## src/dsp_exec_pkg.sv

```systemverilog
// Package with encodings, widths and states for the execution block
package dsp_exec_pkg;
  localparam int DATA_W = 16;
  localparam int ACC_W = 32;
  localparam int DADDR_W = 7;
  localparam int EXT_ADDR_W = 12;
  localparam int PORT_W = 3;
  localparam int SHIFT_W = 4;
  localparam int CONST_W = 8;
  // Opcode patterns (instruction word, 16 bits)
  localparam logic [15:0] OP_INT_ENABLE = 16'h7F82;
  localparam logic [15:0] OP_INT_DISABLE = 16'h7F81;
  localparam logic [6:0] OP_COPY_HI = 7'h34;
  localparam logic [3:0] OP_LOAD_SHIFT_HI = 4'h2;
  localparam logic [7:0] OP_LOAD_CONST_HI = 8'h7E;
  localparam logic [4:0] OP_PORT_IN_HI = 5'h08;
  // Field positions
  localparam int SHIFT_LSB = 8;
  localparam int PORT_LSB = 8;
  // Reset value of the interrupt mode flag (interrupts blocked)
  localparam logic INT_MODE_RESET = 1'b1;
  typedef enum logic [2:0] {
    ST_IDLE, ST_COPY_WR, ST_LOAD_RD, ST_PORT_STROBE, ST_PORT_STORE
  } exec_state_t;
endpackage : dsp_exec_pkg

```

## src/data_word_mem.sv

```systemverilog
// Data memory with registered read data
`timescale 1ns/10ps
module data_word_mem #(
  parameter int ADDR_W = 7,
  parameter int DATA_W = 16
) (
  input wire logic ref_clk,
  input wire logic [ADDR_W-1:0] rd_addr,
  output logic [DATA_W-1:0] rd_data,
  input wire logic wr_en,
  input wire logic [ADDR_W-1:0] wr_addr,
  input wire logic [DATA_W-1:0] wr_data
);
  logic [DATA_W-1:0] mem [2**ADDR_W];

  always_ff @(posedge ref_clk) begin
    if (wr_en) begin
      mem[wr_addr] <= wr_data;
    end
  end

  always_ff @(posedge ref_clk) begin
    rd_data <= mem[rd_addr];
  end
endmodule : data_word_mem

```

## src/dsp_move_int_io_load_ops.sv

```systemverilog
// Execution of data move, interrupt mode, port input and accumulator loads
// Functional notes
// - Copy data word to next higher address
// - Enable op clears interrupt mode flag
// - Maskable interrupts accepted only when flag clear
// - Disable op sets interrupt mode flag
// - Port address on low three lines
// - Data enable low in first port cycle
// - Memory enable high while data enable low
// - Short constant loads low eight accumulator bits
// - Short constant clears upper 24 bits
`timescale 1ns/10ps
module dsp_move_int_io_load_ops
  import dsp_exec_pkg::*;
#(
  parameter int DADDR_BITS = 7
) (
  input wire logic ref_clk,
  input wire logic rst_b,
  input wire logic instr_valid,
  input wire logic [15:0] instr_word,
  output logic instr_ready,
  output logic instr_done,
  input wire logic int_request,
  output logic int_accept,
  output logic int_mode_flag,
  output logic [dsp_exec_pkg::ACC_W-1:0] acc,
  output logic [dsp_exec_pkg::EXT_ADDR_W-1:0] ext_addr,
  input wire logic [dsp_exec_pkg::DATA_W-1:0] ext_data_in,
  output logic data_enable_strobe_b,
  output logic memory_enable_strobe_b,
  input wire logic mem_load_en,
  input wire logic [DADDR_BITS-1:0] mem_load_addr,
  input wire logic [dsp_exec_pkg::DATA_W-1:0] mem_load_data,
  input wire logic [DADDR_BITS-1:0] mem_peek_addr,
  output logic [dsp_exec_pkg::DATA_W-1:0] mem_peek_data
);
  import dsp_exec_pkg::*;

  exec_state_t state;
  logic [DADDR_BITS-1:0] op_addr;
  logic [SHIFT_W-1:0] op_shift;
  logic [DATA_W-1:0] rd_data;
  logic wr_en;
  logic [DADDR_BITS-1:0] wr_addr;
  logic [DATA_W-1:0] wr_data;
  logic [DADDR_BITS-1:0] rd_addr;
  logic [DATA_W-1:0] port_word;
  logic take;
  logic is_copy;
  logic is_load_shift;
  logic is_load_const;
  logic is_port_in;
  logic [ACC_W-1:0] shifted;
  logic [2:0] int_req_sync;
  logic int_req_seen;

  assign instr_ready = (state == ST_IDLE);
  assign take = instr_valid && instr_ready;
  assign is_copy = (instr_word[15:9] == OP_COPY_HI) && instr_word[8]
                   && !instr_word[7];
  assign is_load_shift = (instr_word[15:12] == OP_LOAD_SHIFT_HI)
                         && !instr_word[7];
  assign is_load_const = (instr_word[15:8] == OP_LOAD_CONST_HI);
  assign is_port_in = (instr_word[15:11] == OP_PORT_IN_HI)
                      && !instr_word[7];

  assign rd_addr = take ? instr_word[DADDR_BITS-1:0] : mem_peek_addr;

  // Sign-extend data word then shift, low bits zero-filled
  assign shifted = ACC_W'(signed'(rd_data)) << op_shift;

  data_word_mem #(
    .ADDR_W(DADDR_BITS),
    .DATA_W(DATA_W)
  ) u_mem (
    .ref_clk(ref_clk),
    .rd_addr(rd_addr),
    .rd_data(rd_data),
    .wr_en(wr_en),
    .wr_addr(wr_addr),
    .wr_data(wr_data)
  );

  assign mem_peek_data = rd_data;

  // Memory writes: copy, port store, or preload
  always_comb begin
    wr_en = mem_load_en;
    wr_addr = mem_load_addr;
    wr_data = mem_load_data;
    if (state == ST_COPY_WR) begin
      wr_en = 1'b1;
      wr_addr = op_addr + DADDR_BITS'(1);
      wr_data = rd_data;
    end else if (state == ST_PORT_STORE) begin
      wr_en = 1'b1;
      wr_addr = op_addr;
      wr_data = port_word;
    end
  end

  // Sequencer
  always_ff @(posedge ref_clk or negedge rst_b) begin
    if (!rst_b) begin
      state <= ST_IDLE;
    end else begin
      case (state)
        ST_IDLE: begin
          if (take && is_copy) begin
            state <= ST_COPY_WR;
          end else if (take && is_load_shift) begin
            state <= ST_LOAD_RD;
          end else if (take && is_port_in) begin
            state <= ST_PORT_STROBE;
          end
        end
        ST_PORT_STROBE: state <= ST_PORT_STORE;
        ST_COPY_WR, ST_LOAD_RD, ST_PORT_STORE: state <= ST_IDLE;
        default: state <= ST_IDLE;
      endcase
    end
  end

  // Operand capture
  always_ff @(posedge ref_clk or negedge rst_b) begin
    if (!rst_b) begin
      op_addr <= '0;
      op_shift <= '0;
    end else if (take) begin
      op_addr <= instr_word[DADDR_BITS-1:0];
      op_shift <= instr_word[SHIFT_LSB +: SHIFT_W];
    end
  end

  // Interrupt mode flag
  always_ff @(posedge ref_clk or negedge rst_b) begin
    if (!rst_b) begin
      int_mode_flag <= INT_MODE_RESET;
    end else if (take && instr_word == OP_INT_ENABLE) begin
      int_mode_flag <= 1'b0;
    end else if (take && instr_word == OP_INT_DISABLE) begin
      int_mode_flag <= 1'b1;
    end
  end

  // Interrupt pin filter: three flops, second and third must agree
  always_ff @(posedge ref_clk or negedge rst_b) begin
    if (!rst_b) begin
      int_req_sync <= '0;
    end else begin
      int_req_sync <= {int_req_sync[1:0], int_request};
    end
  end

  always_ff @(posedge ref_clk or negedge rst_b) begin
    if (!rst_b) begin
      int_req_seen <= 1'b0;
    end else if (int_req_sync[1] == int_req_sync[2]) begin
      int_req_seen <= int_req_sync[2];
    end
  end

  // Sole global gate for maskable interrupts
  assign int_accept = int_req_seen && !int_mode_flag;

  // Accumulator
  always_ff @(posedge ref_clk or negedge rst_b) begin
    if (!rst_b) begin
      acc <= '0;
    end else if (take && is_load_const) begin
      acc <= {{(ACC_W-CONST_W){1'b0}},
              instr_word[CONST_W-1:0]};
    end else if (state == ST_LOAD_RD) begin
      acc <= shifted;
    end
  end

  // Port address, upper lines zero
  always_ff @(posedge ref_clk or negedge rst_b) begin
    if (!rst_b) begin
      ext_addr <= '0;
    end else if (take && is_port_in) begin
      ext_addr <= {{(EXT_ADDR_W-PORT_W){1'b0}},
                   instr_word[PORT_LSB +: PORT_W]};
    end
  end

  // Data enable low for the first port cycle only
  always_ff @(posedge ref_clk or negedge rst_b) begin
    if (!rst_b) begin
      data_enable_strobe_b <= 1'b1;
    end else begin
      data_enable_strobe_b <= !(take && is_port_in);
    end
  end

  // Memory strobe idle high, never raced against the port strobe
  always_ff @(posedge ref_clk or negedge rst_b) begin
    if (!rst_b) begin
      memory_enable_strobe_b <= 1'b1;
    end else begin
      memory_enable_strobe_b <= 1'b1;
    end
  end

  // Word taken at the edge that ends the strobe cycle
  always_ff @(posedge ref_clk or negedge rst_b) begin
    if (!rst_b) begin
      port_word <= '0;
    end else if (state == ST_PORT_STROBE) begin
      port_word <= ext_data_in;
    end
  end

  // Completion pulse
  always_ff @(posedge ref_clk or negedge rst_b) begin
    if (!rst_b) begin
      instr_done <= 1'b0;
    end else begin
      instr_done <= (take && !is_copy && !is_load_shift && !is_port_in)
                    || state == ST_COPY_WR || state == ST_LOAD_RD
                    || state == ST_PORT_STORE;
    end
  end
endmodule : dsp_move_int_io_load_ops

```

## config.mk

```make
export PLATFORM = sky130hd
export DESIGN_NAME = dsp_move_int_io_load_ops
export DESIGN_NICKNAME = d
export VERILOG_FILES = /design/src/dsp_exec_pkg.sv /design/src/data_word_mem.sv /design/src/dsp_move_int_io_load_ops.sv
export SDC_FILE = /design/constraint.sdc
export NUM_CORES = 2
export LEC_CHECK = 0
export ABC_AREA = 1
export BUFFER_PORTS_ARGS = -buffer_cell sky130_fd_sc_hd__buf_4
export CORE_MARGIN = 2
export CORE_UTILIZATION = 55
export CTS_BUF_LIST = sky130_fd_sc_hd__clkbuf_16
export DETAILED_ROUTE_END_ITERATION = 12
export PLACE_DENSITY_LB_ADDON = 0.2
export RECOVER_POWER = 25
export SLEW_MARGIN = 10
export SYNTH_ARGS = -nofsm -noshare
export SYNTH_HDL_FRONTEND = slang
export SYNTH_SLANG_ARGS = --single-unit
export TNS_END_PERCENT = 20
```

## constraint.sdc

```tcl
create_clock -name ref_clk -period 5.9 [get_ports ref_clk]
set_clock_uncertainty 0.05 [all_clocks]
set_input_delay 0.59 -clock ref_clk [delete_from_list [all_inputs] [get_ports ref_clk]]
set_output_delay 0.59 -clock ref_clk [all_outputs]
set_load 0.02 [all_outputs]
```

### Word level (Yosys, flattened, before mapping)

Memories as Yosys holds them, arrays and structs flattened. A register that Yosys moved wholly into a read port is not among the register bits.
Cells that the tools add are included.

| storage, ports and cells | value |
|---|---|
| register bits | 72 |
| memory bits (writable) | 2,048 |
| input port bits | 67 |
| output and inout port bits | 66 |
| logic and storage cells | 70 |
| memories kept | 1 |

| cells by class | value |
|---|---|
| add/subtract/negate cells | 1 |
| equality and inequality tests | 12 |
| shifts and indexed selects | 1 |
| muxes and demuxes | 17 |
| reductions and logical operators | 27 |

Memories:

| memory | words | width | read ports | clocked after memory_dff | wr ports | RTL line | text |
|---|---|---|---|---|---|---|---|
| u_mem.mem | 128 | 16 | 1 | 1 | 1 | data_word_mem.sv:14 | `logic [DATA_W-1:0] mem [2**ADDR_W];` |

Operators by type and width:

| cell | count |
|---|---|
| $mux 32 | 2 |
| $eq 16x15->1 const B | 2 |
| $mux 16 | 2 |
| $shl 32x4->32 | 1 |
| $mux 7 | 3 |
| $logic_and 1x1->1 | 15 |
| $mux 3 | 3 |
| $eq 8x7->1 const B | 1 |
| $add 7x1->7 const B | 1 |
| $eq 7x6->1 const B | 1 |
| $eq 3x2->1 const B | 2 |
| $logic_not 1->1 | 6 |
| $mux 1 | 6 |
| $pmux 3 s2 | 1 |
| $eq 5x4->1 const B | 1 |
| $eq 4x2->1 const B | 1 |
| $ne 4x1->1 const B | 1 |
| $reduce_bool 2->1 | 2 |
| $eq 3x1->1 const B | 1 |
| $eq 3x3->1 const B | 1 |
| $logic_not 3->1 | 1 |
| $logic_or 1x1->1 | 3 |
| $eq 1x1->1 | 1 |

### Longest topological paths before layout

| logic depth | value |
|---|---|
| depth after elaboration | 10 |
| gate-level depth with buffers | 15 |
| mapped depth without buffers | 12 |

### By module

Synthesis repeated with hierarchy kept, for this count alone.

| second synthesis, totals | value |
|---|---|
| cells, all modules | 7,450 |
| area total of the unflattened synthesis | 87,268.7 µm² |

Modules (own cells, without submodules):

| module | times used | cells an instance | area an instance (µm²) | seq. area each (µm²) |
|---|---|---|---|---|
| data_word_mem | 1 | 6,793 | 82,828.2 | 61,819.3 |
| dsp_move_int_io_load_ops | 1 | 657 | 4,440.5 | 1,779.2 |

### Worst setup path before layout

Ideal clock, no wire load.

| path | value |
|---|---|
| path type | flip-flop to flip-flop |
| start | reg state[1] |
| end | mem u_mem.mem[0][10], data pin |
| library setup time | 0.969 ns |
| arrival time | 5.141 ns |
| required time | 4.881 ns |
| setup slack | -0.260 ns |
| stages on the path, launching flop included | 7 |
| path buffers | 2 |
| clock period less this slack | 6.160 ns |
| cells stage by stage | dfrtp_1 -> nor2_4 -> nand2_1 -> clkbuf_1 -> buf_1 -> nand2_1 -> a31oi_1 |

| between the ends | value |
|---|---|
| word-level cells in the longest chain between the ends | 3 |
| elaborated cells between the ends (all ways) | 4 |
| classes of those cells | eq/ne (2); mux (2) |

RTL lines:

| item | RTL line | text |
|---|---|---|
| start, declared | dsp_move_int_io_load_ops.sv:40 | `exec_state_t state;` |
| start signal, assigned | dsp_move_int_io_load_ops.sv:106 | `state <= ST_IDLE;` |
| start signal, assigned | dsp_move_int_io_load_ops.sv:111 | `state <= ST_COPY_WR;` |
| start signal, assigned | dsp_move_int_io_load_ops.sv:113 | `state <= ST_LOAD_RD;` |
| $eq 3x3->1 | dsp_move_int_io_load_ops.sv:96 | `end else if (state == ST_PORT_STORE) begin` |
| $mux 16 | dsp_move_int_io_load_ops.sv:96 |  |
| $mux 16 (*) | dsp_move_int_io_load_ops.sv:92 | `if (state == ST_COPY_WR) begin` |
| via u_mem.wr_data[10] | data_word_mem.sv:12 | `input wire logic [DATA_W-1:0] wr_data` |
| end, declared | data_word_mem.sv:14 |  |

Mark *: on every way through the listed nets, which the timed path passes. The rest lies on a longest branch.

### Worst setup path after layout

| path | value |
|---|---|
| start | reg state[1] |
| end | mem u_mem.mem[86][10], data pin |

Same word-level chain as after synthesis.

==> impl_metrics.ini <==
[routing]
first_pass_iters = 9
ant_nets = 0
wirelength_um = 259100
wire_per_inst_um = 26.50
num_vias = 60535
drc_errors = 0
drtIter0Drc = 9659
viasPerCell = 6.192

[timing]
setup_viol = 0
finalCriticalPeriod_ns = 4.890
totalNegativeSetupSlack_ns = 0
timing.hold.ws_ns = 0.05493
post-route-period-util = 0.8289
worstMarginPinSlew_ns = 3.825
slew_headroom = -1.550
slew_violations = 1057
fmaxAchievable_mhz = 204.5
rsz0062_at_grt = false
timing.final.hold_violations = 0

[power]
p_leak_nw = 34.47
ir_drop_mv = 0.2974
power_density_nw_per_um2 = 339.4
fin_total_pwr_mw = 33.14

[placed_design]
gp_congestion = 0.8890
io_buffers = 122
post-dp-hpwl_um = 144100

[run]
maxCapViolations = 11

[clock_tree]
cts_resized = 0
htreeDepth = 4
cts_root_buffer = clkbuf_16
cts_buffers = 208
cts_tree = built
clock-sinks = 2135
cts_setup_buffers = 0
cts_buffer_depth = 3
clk_latency_ns = 0.86
clk_pin_slew_worst_paths_ns = 0.07

[logic_synthesis]
synth_edf_count = 2048
synth_compound_area_frac = 0.008990
synth_top_cell_area_share = 0.7070
syn-instance-count = 7397
yosysMostFrequentCell = nand2_1
async_reset_ff_frac = 0.03326
synth-seq-area-share = 0.7311
syn-cell-area_um2 = 86990
synthMuxAreaShare = 0.0005753
synth_top_area_cell = edfxtp_1
synth_warnings = 0
postSynthAreaPerCell_um2 = 11.76
synth_top_family_by_area = simple AND/OR/NAND/NOR gates
ys.flop_type = edfxtp_1
synthSimpleGateAreaFrac = 0.2281
synth_fa_ha_area_frac = 0.0002589
ys_ff_latch = 2135
yosys-top-cells-count = nand2_1 (2176), nand3_1 (2158), edfxtp_1 (2048)
synthXorXnorAreaFrac = 0.0001007
synth.area.top_cells = edfxtp_1 (71%), nand3_1 (12%), nand2_1 (9.4%)
ys_types = 44

[floorplan]
start_util = 0.5556
coreArea_um2 = 156600
die_x_um = 401.7
row_count = 145
die-height_um = 401.7
num_io_pins = 133
die_area_um2 = 161400

[worst_setup_path]
reg2reg_depth = 8
crit_type = reg -> reg
end_kind = register
startpoint_type = register
crit_required_ns = 6.39
cp.arrival_ns = 5.38
cp_max_fo = 52

[outcome]
outcome = complete, but fails checks
failed_checks = capacitance limit, slew limit

[global_route]
grt_first_pass_wirelength_um = 378700
grtUsageTotal = 0.3171
first_global_vias = 57245
antenna_found_initial = 7
grt_overflow = 0
grt_max_degree = 174

[worst_hold_path]
worst_hold_path_type = in -> reg
hold_depth = 3

[finish]
drive_above_1_share = 0.08772
final_nets = 7618
syn_to_final_growth_pct = 12.26
-- sequential cells by signal, indices dropped and copies added (netlist names) --
signal,cells
state,3
op_shift,4
u_mem.rd_data,16
port_word,16
u_mem.mem,2048
data_enable_strobe_b,1
acc,31
instr_done,1
op_addr,7
int_req_seen,1
int_mode_flag,1
ext_addr,3
int_req_sync,3
-- through the flow --
step / util / instances / worst slack (ns) / area [um^2]
6_report: 0.6237 / 9777 / 1.010 / 97650
5_1_grt: 0.6237 / 9776 / 0.7575 / 97650
4_1_cts: 0.6262 / 9776 / 1.506 / 98050
3_5_place_dp: 0.5835 / 9373 / 1.411 / 91360
3_3_place_gp: 0.5835 / 9373 / 1.423 / 91360
2_1_floorplan: - / 7405 / 0.03212 / 87070
-- layout make-up --
| cell class | instances | area [um^2] |
|---|---|---|
| Inverter | 71 | 276.5 |
| Fill cell | 11995 | 58920 |
| Antenna cell | 1 | 2.502 |
| Tap cell | 2058 | 2575 |
| Timing Repair Buffer | 441 | 3769 |
| Sequential cell | 2135 | 63600 |
| Clock buffer | 210 | 5255 |
| Clock inverter | 168 | 1186 |
| Multi-Input combinational cell | 4693 | 20990 |
-- kinds of logic after synthesis --
logic type | Yosys count
buffers and inverters | 577
adders and majority gates | 2
other | 2
AOI/OAI and AO/OA | 134
DFF | 2135
muxes | 5
xor gates and xnor gates | 1
and+or+nand+nor | 4541
-- worst max-delay path, stage by stage (launching register included) --
cell	delay, ns
dfrtp_1	0.42
nor2_1	0.36
nand2_1	0.34
clkbuf_1	0.48
clkinv_1	0.20
clkbuf_1	0.58
nand2_1	0.16
a31oi_2	1.16
buf_4	0.71
-- layout by cell type (no fill, tap or decap), types with 6 or more instances in the layout --
master            n
nand4_1           6
inv_1           104
clkbuf_4          8
conb_1           10
clkinv_1         54
clkinv_2         45
clkbuf_1         60
o21ai_0          69
nand2_1        2173
a31oi_1           7
a31oi_4          10
buf_12           50
a21oi_1          13
clkbuf_16       210
nor2_1          183
buf_4           296
nand3_1        2158
dfrtp_1          69
dlygate4sd3_1    25
edfxtp_1       2048
o211ai_1         13
dfxtp_1          16
bufinv_16        13
-- routing by layer --
metal | track usage | part of all wire | up-vias
met3 | 0.06164 | 0.12 | 586
met2 | 0.4902 | 0.46 | 3899
met4 | 0.1506 | 0.054 | 10
li1 | - | - | 26638
met5 | 0 | 0.00025 | -
met1 | 0.4367 | 0.37 | 29402
-- what timing repair did --
| action | 4_1_cts | 5_1_grt |
|---|---|---|
| hold endpoints to repair | 94 | 0 |
| setup endpoints to repair | 0 | 0 |
| hold buffers | 25 | 0 |
-- final timing paths --
kind	startpoint	to	slack, ns
max	state[1]	u_mem.mem[86][10]	1.01
min	instr_word[1]	op_addr[1]	0.05
max reg2reg	state[1]	u_mem.mem[86][10]	1.01
min reg2reg	int_req_sync[0]	int_req_sync[1]	0.30
max in group asynchronous	rst_b	op_addr[4]	2.10
min in group asynchronous	rst_b	acc[17]	1.56
-- where the power goes --
part / switching, mW / internal (mW) / total, mW
Combinational: 2.59 / 0.899 / 3.49
Sequential: 0.198 / 16.8 / 17.0
Clock: 5.67 / 7.01 / 12.7
Total: 8.45 / 24.7 / 33.1
No activity file was read; power rests on OpenSTA's default activity.
